[src/hw/mds_pkg.sv]
// Package for the dual-bank accumulator sequencer.
// Assumes one system clock; the host I/O request is on that clock.
package mds_pkg;

  // ==========================================================
  // Register offsets within the 8-bit I/O page
  localparam logic [7:0] MDS_BLK_FIRST  = 8'hE0;  // First address owned by the block
  localparam logic [7:0] MDS_BLK_LAST   = 8'hEF;  // Last address owned by the block
  localparam logic [7:0] MDS_OFF_CTL    = 8'hE8;  // shift_control_reg
  localparam logic [7:0] MDS_OFF_ACC0   = 8'hE9;  // accum_byte_lowest
  localparam logic [7:0] MDS_OFF_ACC4   = 8'hED;  // accum_byte_top
  localparam logic [7:0] MDS_OFF_STAT   = 8'hEE;  // bank_status_reg

  // ==========================================================
  // Block transfer marker and commands
  localparam logic [7:0] MDS_FINAL_HI   = 8'h01;  // Upper address byte of the final transfer
  localparam logic [7:0] MDS_SWAP_CMD   = 8'h80;  // Status write that forces a swap

  // ==========================================================
  // Field positions of shift_control_reg
  localparam int         MDS_IN_SH_LSB  = 0;
  localparam int         MDS_OUT_SH_LSB = 3;
  localparam int         MDS_FILL_BIT   = 6;
  localparam logic [7:0] MDS_CTL_RESET  = 8'h00;

  // ==========================================================
  // Bank status codes
  localparam logic [1:0] MDS_D_EMPTY    = 2'h0;
  localparam logic [1:0] MDS_D_READY    = 2'h1;
  localparam logic [1:0] MDS_D_DONE     = 2'h3;
  localparam logic [1:0] MDS_C_EMPTY    = 2'h0;
  localparam logic [1:0] MDS_C_BUSY     = 2'h2;
  localparam logic [1:0] MDS_C_DONE     = 2'h3;

  localparam int         MDS_ACC_W      = 40;
  localparam logic [MDS_ACC_W-1:0] MDS_ACC_RESET = 40'h00_0000_0000;

  // ==========================================================
  // Host I/O request
  typedef struct packed {
    logic [15:0] addr;   // Full I/O address, upper byte is the block counter
    logic [7:0]  wdata;  // Write data
    logic        wr;     // One-cycle write strobe
    logic        rd;     // One-cycle read strobe
  } mds_io_req_t;

  // Sequencer status seen by the engine
  typedef struct packed {
    logic [1:0] data_stat;  // DATA bank status
    logic [1:0] exec_bank_state;  // CALC bank status
    logic       data_bank;  // Physical bank now seen by the host
  } mds_stat_t;

endpackage

[src/hw/mds_sequencer.sv]
// Dual-bank sequencer and shifting byte interface of a 40-bit accumulator.
// Assumes the host I/O strobes and the engine handshake run on clock;
// the multiply-accumulate engine itself lives outside.
`timescale 1ns/100ps

module mds_sequencer
  import mds_pkg::*;
(
  input  wire logic                 clock,          // System clock, 20 MHz
  input  wire logic                 resetn,         // Asynchronous reset, active low
  input  wire mds_io_req_t          io_req,         // Host I/O request
  output logic [7:0]                io_rdata_q,     // Read data, valid the cycle after rd
  input  wire logic                 calc_done,      // Engine pulse: running calculation over
  input  wire logic                 mac_acc_we,     // Engine writes the calc bank accumulator
  input  wire logic [MDS_ACC_W-1:0] mac_acc_val,    // Engine accumulator value
  output logic                      calc_start_q,   // Pulse: engine starts on calc bank
  output mds_stat_t                 stat_q,         // Bank status and bank selector
  output logic [7:0]                ctl_q,          // shift_control_reg contents
  output logic [MDS_ACC_W-1:0]      acc0_q,         // Physical bank 0 accumulator
  output logic [MDS_ACC_W-1:0]      acc1_q          // Physical bank 1 accumulator
);

  // ==========================================================
  // Byte lane helpers

  // Accumulator after a shifted byte write into lane k
  function automatic logic [MDS_ACC_W-1:0] acc_load(
    input logic [MDS_ACC_W-1:0] acc,
    input logic [2:0]           lane,
    input logic [2:0]           sh,
    input logic                 fill,
    input logic [7:0]           din
  );
    logic [47:0] pos;
    logic [47:0] val;
    logic [47:0] msk;
    logic [47:0] fmsk;
    pos  = 48'(lane) * 48'h8 + 48'(sh);
    val  = 48'(din) << pos;
    msk  = 48'hFF << pos;
    fmsk = (lane == 3'h0) ? ((48'h1 << sh) - 48'h1) : 48'h0;
    val  = val | (fill ? fmsk : 48'h0);
    msk  = msk | fmsk;
    // Bits shifted past 39 drop here, so the top lane keeps only 8-n bits
    return (acc & ~msk[MDS_ACC_W-1:0]) | (val[MDS_ACC_W-1:0] & msk[MDS_ACC_W-1:0]);
  endfunction

  // Byte k of the accumulator after an arithmetic right shift
  function automatic logic [7:0] acc_read(
    input logic [MDS_ACC_W-1:0] acc,
    input logic [2:0]           lane,
    input logic [2:0]           sh
  );
    logic signed [MDS_ACC_W-1:0] sacc;
    logic [5:0]                  pos;
    sacc = acc;
    pos  = 6'(lane) * 6'h8 + 6'(sh);
    return 8'(sacc >>> pos);
  endfunction

  // ==========================================================
  // Address decode of the host request
  wire logic [7:0] lo_addr   = io_req.addr[7:0];
  wire logic       is_final  = (io_req.addr[15:8] == MDS_FINAL_HI);
  wire logic       in_blk    = (lo_addr >= MDS_BLK_FIRST) && (lo_addr <= MDS_BLK_LAST);
  wire logic       hit_ctl   = (lo_addr == MDS_OFF_CTL);
  wire logic       hit_stat  = (lo_addr == MDS_OFF_STAT);
  wire logic       hit_acc   = (lo_addr >= MDS_OFF_ACC0) && (lo_addr <= MDS_OFF_ACC4);
  wire logic       hit_top   = (lo_addr == MDS_OFF_ACC4);
  wire logic [2:0] lane      = 3'(lo_addr - MDS_OFF_ACC0);
  wire logic [2:0] in_sh     = ctl_q[MDS_IN_SH_LSB +: 3];
  wire logic [2:0] out_sh    = ctl_q[MDS_OUT_SH_LSB +: 3];
  wire logic       fill_bit  = ctl_q[MDS_FILL_BIT];

  // ==========================================================
  // Sequencer events
  // A top byte write always counts; other lanes and control only when final
  wire logic def_done  = io_req.wr && (hit_top || (is_final && (hit_ctl || hit_acc)));
  wire logic rd_done   = io_req.rd && (hit_top || (is_final && hit_acc));
  wire logic wr_other  = io_req.wr && in_blk && !hit_stat;
  wire logic swap_cmd  = io_req.wr && hit_stat && (io_req.wdata == MDS_SWAP_CMD);
  wire logic calc_fin  = calc_done && (stat_q.exec_bank_state == MDS_C_BUSY);
  wire logic acc_clr   = io_req.wr && hit_ctl && is_final;

  // ==========================================================
  // Next bank state; each step sees the result of the one before
  logic [1:0] data_d;
  logic [1:0] calc_d;
  logic       swap_d;
  logic       start_d;

  always_comb begin
    data_d  = stat_q.data_stat;
    calc_d  = stat_q.exec_bank_state;
    swap_d  = 1'b0;
    start_d = 1'b0;
    // Consuming or overwriting an unread result
    if (data_d == MDS_D_DONE && (rd_done || wr_other)) begin
      data_d = MDS_D_EMPTY;
    end
    // Engine finished the running calculation
    if (calc_fin) begin
      if (data_d == MDS_D_READY) begin
        data_d  = MDS_D_DONE;
        swap_d  = 1'b1;
        start_d = 1'b1;
      end else begin
        calc_d = MDS_C_DONE;
      end
    end
    // A completed definition with an empty data bank
    if (def_done && data_d == MDS_D_EMPTY) begin
      unique case (calc_d)
        MDS_C_EMPTY: begin
          calc_d  = MDS_C_BUSY;
          swap_d  = 1'b1;
          start_d = 1'b1;
        end
        MDS_C_BUSY: begin
          data_d = MDS_D_READY;
        end
        default: begin
          data_d  = MDS_D_DONE;
          calc_d  = MDS_C_BUSY;
          swap_d  = 1'b1;
          start_d = 1'b1;
        end
      endcase
    end
    // Software-forced swap to expose a finished result
    if (swap_cmd && data_d == MDS_D_EMPTY && calc_d == MDS_C_DONE) begin
      data_d = MDS_D_DONE;
      calc_d = MDS_C_EMPTY;
      swap_d = 1'b1;
    end
  end

  // ==========================================================
  // Host-side accumulator and the engine's accumulator
  wire logic [MDS_ACC_W-1:0] data_acc = stat_q.data_bank ? acc1_q : acc0_q;
  wire logic                 acc_wr   = io_req.wr && hit_acc;
  wire logic [MDS_ACC_W-1:0] data_acc_d =
    acc_clr ? MDS_ACC_RESET :
    acc_wr  ? acc_load(data_acc, lane, in_sh, fill_bit, io_req.wdata) : data_acc;
  wire logic [MDS_ACC_W-1:0] calc_acc = stat_q.data_bank ? acc0_q : acc1_q;
  wire logic [MDS_ACC_W-1:0] calc_acc_d = mac_acc_we ? mac_acc_val : calc_acc;
  wire logic [MDS_ACC_W-1:0] acc0_d = stat_q.data_bank ? calc_acc_d : data_acc_d;
  wire logic [MDS_ACC_W-1:0] acc1_d = stat_q.data_bank ? data_acc_d : calc_acc_d;

  // ==========================================================
  // Read data mux; unmapped and other-block reads return zero
  wire logic [7:0] rd_val =
    hit_stat ? {4'h0, stat_q.exec_bank_state, stat_q.data_stat} :
    hit_ctl  ? ctl_q :
    hit_acc  ? acc_read(data_acc, lane, out_sh) : 8'h00;

  // State and bank selector; the swap is a flip of the selector
  always_ff @(posedge clock or negedge resetn) begin
    if (!resetn) begin
      stat_q       <= '{MDS_D_EMPTY, MDS_C_EMPTY, 1'b0};
      calc_start_q <= 1'b0;
    end else begin
      stat_q       <= '{data_d, calc_d, stat_q.data_bank ^ swap_d};
      calc_start_q <= start_d;
    end
  end

  // Control register and accumulators
  always_ff @(posedge clock or negedge resetn) begin
    if (!resetn) begin
      ctl_q  <= MDS_CTL_RESET;
      acc0_q <= MDS_ACC_RESET;
      acc1_q <= MDS_ACC_RESET;
    end else begin
      ctl_q  <= (io_req.wr && hit_ctl) ? io_req.wdata : ctl_q;
      acc0_q <= acc0_d;
      acc1_q <= acc1_d;
    end
  end

  // Registered read data; holds between reads
  always_ff @(posedge clock or negedge resetn) begin
    if (!resetn) begin
      io_rdata_q <= 8'h00;
    end else begin
      io_rdata_q <= io_req.rd ? rd_val : io_rdata_q;
    end
  end

  wire logic [1:0] ds = stat_q.data_stat;
  wire logic [1:0] cs = stat_q.exec_bank_state;
  wire logic       no_clear = !(wr_other && ds == MDS_D_DONE) && !rd_done;

  // Shifted read rebuilt from a sign-extended copy, not from the read function
  wire logic [47:0] acc_sx    = {{8{data_acc[MDS_ACC_W-1]}}, data_acc};
  wire logic [5:0]  rd_pos    = {lane, 3'h0} + {3'h0, out_sh};
  wire logic [7:0]  rd_expect = 8'(acc_sx >> rd_pos);
  wire logic [7:0]  fill_msk  = (8'h01 << in_sh) - 8'h01;
endmodule

[config.mk]
export PLATFORM = sky130hd
export DESIGN_NAME = mds_sequencer
export DESIGN_NICKNAME = d
export VERILOG_FILES = /design/src/hw/mds_pkg.sv /design/src/hw/mds_sequencer.sv
export SDC_FILE = /design/constraint.sdc
export NUM_CORES = 1
export LEC_CHECK = 0
export ABC_CLOCK_PERIOD_IN_PS = 2300
export BUFFER_PORTS_ARGS = -buffer_cell sky130_fd_sc_hd__buf_4
export CORE_ASPECT_RATIO = 0.6
export CORE_MARGIN = 2
export CORE_UTILIZATION = 36
export DETAILED_ROUTE_END_ITERATION = 8
export PLACE_DENSITY = 0.66
export SLEW_MARGIN = 20
export SYNTH_ARGS = -nofsm -noshare
export SYNTH_HDL_FRONTEND = slang
export SYNTH_SLANG_ARGS = --single-unit
[constraint.sdc]
create_clock -name clock -period 2.3 [get_ports clock]
set_input_delay 0 -clock clock [delete_from_list [all_inputs] [get_ports clock]]
set_output_delay 0 -clock clock [all_outputs]
set_load 0.02 [all_outputs]
==> results.toml, run 1 <==
[status]
status = "finished, violations left"
failed_checks = "setup timing"

[synth]
synth_edf_count = 0
syn_inst = 1155
synthesis.nets = 1234
ys.flop_type = "dfrtp_1"
ys_warn_count = 0
ys_seq_area_frac = 0.250
syn_avg_cell_area_um2 = 8.83
synthArstFlopShare = 1.00
netlist_area_um2 = 10200
ys_ff_latch = 102
synth_cell_types = 93

[route]
drc_errors = 0
drtIter0Drc = 1493
wl_per_cell_um = 26.5
wirelength_mm = 49.6
ant_nets = 0
drt-vias-per-instance = 6.27
dr.pass1.iters = 5
dr_total_vias = 11700

[finish]
final_util = 0.517
fin_area_um2 = 14300
drive_above_1_share = 0.377
diodes = 0
num-nets-final = 1577
area.growth.synth_to_final_pct = 40.5
final_common_cell = "buf_4"
final_cell_mix = "365 x buf_4, 120 x mux2i_1, 105 x nand2_1"
layoutNonFillerInstCount = 1869

[clocking]
cts.root.buffer_cell = "clkbuf_16"
cts_buffer_depth = 2
htree_levels = 3
cts_tree = "built"
clk_pin_slew_worst_paths_ns = 0.07
insertion_delay_ns = 0.39
numClockSinks = 102
cts_made_buffers = 9

[floorplanning]
die_area_um2 = 29700
fp-row-count = 47
io_pins = 172
start_util = 0.368
core-area_um2 = 27700
die_w_um = 221
die_h_um = 134

[place]
dp_cells = 1793
gp_congestion = 1.01
hpwl_mm = 38.7
port_buffers = 171
dpl_cell_area_um2 = 13100

[setup_path]
crit_slowest_cell = "mux4_2"
end_kind = "flip-flop"
crit_required_ns = 2.58
cp_max_fo = 9
critPathLaunchType = "flip-flop"
max_stage_delay_ns = 0.51
critPathKind = "flip-flop to flip-flop"
crit_arrival_ns = 2.59
critical_path.cell_chain = "buf_12 -> mux2_2 -> mux4_2 -> nand4_1 -> o311ai_1 -> a2111o_1 -> o22a_1"

[grt]
grt_pass1_wl_mm = 71.8
grt_pass1_vias = 10900
grt_overflow = 0
grt_usage = 0.325
grt_max_degree = 55
antenna_found_initial = 2

[timing]
rsz0062_at_grt = "true"
setup_viol = 4
skew_ns = 0.00694
max_clock_freq_mhz = 433
tightest_slew_ns = 0.557
slew_viol_final = 0
period_needed_ns = 2.31
period_share = 1.00
fin_hold_ws_ns = 0.0637
hold_viol = 0
setup_tns_ns = -0.0196
setup_ws_ns = -0.0110
relSlewSlack = 0.619

[pwr]
power_density_nw_per_um2 = 815
p_leak_uw = 0.00634
peakVddDrop_mv = 0.597

[flow_run]
drv_cap = 0

[worst_hold_path]
hold_class = "primary input to flip-flop"
[area by class of cell]
cell class	count	area (um2)
fill	2579	13400
sequential	102	2560
timing repair buffer	435	3620
clock buffer	12	246
multi-input combinational	930	7340
clock inverter	3	21.3
inverter	20	83.8
tap	367	459
[stage by stage]
stage	worst slack [ns]	total power, uW
6_report	-0.0110	11700
5_1_grt	-0.0678	12100
4_1_cts	-0.0291	11300
3_5_place_dp	-0.220	9580
3_3_place_gp	-0.154	9500
2_1_floorplan	0.00579	6350
[where the power goes]
group | switching, uW | internal [uW]
clock network | 777 | 762
registers | 927 | 2280
logic | 3680 | 3260
total | 5380 | 6300
[registers in the layout, indices dropped and copies added, names as in the netlist]
name,count
calc_start_q,1
ds,2
stat_q,1
cs,2
acc0_q,40
acc1_q,40
ctl_q,8
io_rdata_q,8
[Yosys cell counts (all sizes together) (6+ instances only)]
| library cell | n | area [um2] |
|---|---|---|
| nor3 | 17 | 90.1 |
| o21ai | 72 | 360 |
| nand2 | 108 | 408 |
| mux4 | 43 | 983 |
| o31ai | 11 | 87.6 |
| inv | 16 | 60.1 |
| nand3 | 31 | 155 |
| and3 | 10 | 63.8 |
| a31oi | 20 | 125 |
| o211ai | 24 | 180 |
| a221oi | 6 | 52.6 |
| nor2b | 35 | 219 |
| nand4 | 15 | 93.8 |
| mux2 | 41 | 462 |
| nand2b | 16 | 100 |
| nor4 | 8 | 65.1 |
| o22ai | 28 | 175 |
| and2 | 6 | 37.5 |
| buf | 53 | 327 |
| a211oi | 23 | 178 |
| nor2 | 78 | 293 |
| or2 | 10 | 62.6 |
| a22oi | 12 | 90.1 |
| a21oi | 68 | 340 |
| xnor2 | 6 | 52.6 |
| dfrtp | 102 | 2550 |
| mux2i | 126 | 1260 |
| o221ai | 7 | 61.3 |
| clkbuf | 50 | 218 |
| ha | 9 | 113 |
[critical path: cells and delay by family (launching register included)]
kind,cells,cell delay (ns)
mux,2,0.88
compound gates,3,0.64
flops,1,0.41
buf+inv,1,0.15
simple gates,1,0.12
[routing by layer]
metal,part of all wire,wire length [um],up-vias,track usage
met2,0.40,19600,751,0.439
met3,0.13,6680,68,0.141
li1,-,-,5122,-
met4,0.019,925,2,0.0708
met5,0.00022,11,-,0.00806
met1,0.45,22400,5773,0.471
[kinds of logic (layout without fill, tap and decap cells)]
kind of cell,after synthesis,count (layout),synth area share
and+or+nand+nor,364,364,0.181
xor gates and xnor gates,7,7,0.00601
AOI/OAI and AO/OA,340,340,0.226
adders and majority gates,9,9,0.0110
buffers and inverters,123,470,0.0607
DFF,102,102,0.250
muxes,210,210,0.265
[what timing repair did]
action | CTS | global route
setup buffers | 6 | 4
gates cloned | 2 | 0
endpoints found under the setup margin | 33 | 54
endpoints found under the hold margin | 115 | 0
gates resized for setup | 27 | 59
pin swaps | 7 | 17
hold buffers | 49 | 0
[path summary, 6_finish.rpt]
| kind | endpoint | slack, ns | cells after the start | from |
|---|---|---|---|---|
| max in group asynchronous | acc1_q[23] | 1.35 | 4 | resetn |
| min | ctl_q[4] | 0.06 | 3 | io_req[6] |
| min reg2reg | io_rdata_q[2] | 0.54 | 1 | io_rdata_q[2] |
| min in group asynchronous | acc1_q[38] | 0.14 | 2 | resetn |
| max reg2reg | io_rdata_q[7] | -0.01 | 7 | ctl_q[4] |
| max | io_rdata_q[7] | -0.01 | 7 | ctl_q[4] |
(Power assumes the default switching activity.)
==> run 2: changes to the inputs <==
CELL_PAD_IN_SITES_DETAIL_PLACEMENT = 1   (was unset)
CELL_PAD_IN_SITES_GLOBAL_PLACEMENT = 1   (was unset)
CTS_CLUSTER_DIAMETER = 40   (was unset)
PLACE_DENSITY = 0.81   (was 0.66)
==> results.toml, run 2 (synthesis gave the netlist of run 1 again) <==
[status]
status = "finished, violations left"
failed_checks = "setup timing"

[setup_path]
critical_path.cell_chain = "buf_4 -> mux4_2 -> a32oi_2 -> o31ai_2 -> a211oi_2 -> nor2_1 -> o32a_1"
end_kind = "flip-flop"
critPathLaunchType = "flip-flop"
ff2ff_path_depth = 7
cp_max_fo = 6
critPathKind = "flip-flop to flip-flop"
max_stage_delay_ns = 0.54
crit_slowest_cell = "mux4_2"
crit_arrival_ns = 2.62
crit_required_ns = 2.57

[clocking]
clk_pin_slew_worst_paths_ns = 0.09
cts_made_buffers = 9
cts.root.buffer_cell = "clkbuf_16"
numClockSinks = 102
cts_tree = "built"
insertion_delay_ns = 0.41
htree_levels = 3
cts_buffer_depth = 2

[worst_hold_path]
whs_path_depth = 4
hold_class = "primary input to flip-flop"

[route]
drt-vias-per-instance = 6.49
dr_total_vias = 12500
ant_nets = 0
wl_per_cell_um = 29.7
drtIter0Drc = 1757
dr.pass1.iters = 7
drc_errors = 0
wirelength_mm = 57.0

[pwr]
peakVddDrop_mv = 0.663
power_density_nw_per_um2 = 855
p_leak_uw = 0.00658

[place]
gp_congestion = 1.02
port_buffers = 171
dp_cells = 1830
hpwl_mm = 43.2
dpl_cell_area_um2 = 13400

[timing]
hold_viol = 0
max_clock_freq_mhz = 426
period_share = 1.02
period_needed_ns = 2.35
slew_viol_final = 0
relSlewSlack = 0.497
tightest_slew_ns = 0.754
skew_ns = 0.0219
rsz0062_at_grt = "true"
setup_viol = 5
setup_ws_ns = -0.0500

[floorplanning]
start_util = 0.368
die_area_um2 = 29700
die_h_um = 134
fp-row-count = 47
io_pins = 172
die_w_um = 221
core-area_um2 = 27700

[finish]
num-nets-final = 1626
fin_area_um2 = 14700
diodes = 0
drive_above_1_share = 0.394
layoutNonFillerInstCount = 1918
final_common_cell = "buf_4"
final_cell_mix = "416 x buf_4, 117 x mux2i_1, 107 x nand2_1"
multi_input_area_um2 = 7320
area.growth.synth_to_final_pct = 43.8
reg.largest.list = "acc0_q (40), acc1_q (40)"
seqCellArea_um2 = 2560
fillers = 3180

[flow_run]
drv_cap = 0

[grt]
grt_max_degree = 50
met1_usage = 0.511
antenna_found_initial = 3
grt_pass1_wl_mm = 83.6
gr-max-usage-layer = "met2"
grt_pass1_vias = 12500
grtUsageMet3 = 0.131
grt_overflow = 0
grt_use_met2 = 0.556
grt_usage = 0.377
[run 2: worst max-delay path, delay by kind of cell (launching register included)]
kind | cells | cell delay (ns)
AOI/OAI and AO/OA | 4 | 1.01
buffers and inverters | 1 | 0.19
DFF | 1 | 0.41
muxes | 1 | 0.54
and+or+nand+nor | 1 | 0.07
[run 2: per-layer routing]
layer / part of all wire / vias to the layer above
li1: - / 5214
met5: 0.00082 / -
met3: 0.12 / 165
met4: 0.040 / 4
met2: 0.42 / 796
met1: 0.42 / 6271
[run 2: area by class of cell]
class / instances / area share
timing repair buffer: 484 / 0.269
inverter: 20 / 0.00572
tap: 367 / 0.0313
clock inverter: 4 / 0.00222
sequential: 102 / 0.175
clock buffer: 11 / 0.0172
multi-input combinational: 930 / 0.499
[run 2: power breakdown]
group	internal, uW	leakage, uW	switching (uW)
sequential	2280	0.00122	942
clock	792	0.000134	828
combinational	3520	0.00522	4180
total	6590	0.00658	5950
[run 2: timing repair]
item | 4_1_cts | 5_1_grt
endpoints found under the hold margin | 120 | 0
buffers inserted | 7 | 18
gates resized for setup | 26 | 55
pin swaps | 7 | 15
hold buffers | 48 | 0
endpoints found under the setup margin | 30 | 54
cloned | 0 | 1
[run 2: metrics by stage]
step                worst slack (ns)  hold slack (ns)   util  power [uW]  setup TNS (ns)
floorplan                    0.00579           -0.296      -        6350               0
CTS                          -0.0595           0.0360  0.516       12000         -0.0725
detailed placement            -0.160           0.0882  0.482       10100           -2.40
global placement              -0.113           0.0806  0.482        9940          -0.766
finish                       -0.0500           0.0511  0.529       12500          -0.106
global route                 -0.0717           0.0679  0.529       12900          -0.392
[run 2: final timing paths]
path	startpoint	end	slack [ns]
worst max-delay path	ctl_q[3]	io_rdata_q[3]	-0.05
worst min-delay path	mac_acc_val[5]	acc1_q[5]	0.05
worst max register to register	ctl_q[3]	io_rdata_q[3]	-0.05
worst min register to register	io_rdata_q[5]	io_rdata_q[5]	0.52
max in group asynchronous	resetn	acc1_q[14]	1.40
min in group asynchronous	resetn	acc0_q[39]	0.21
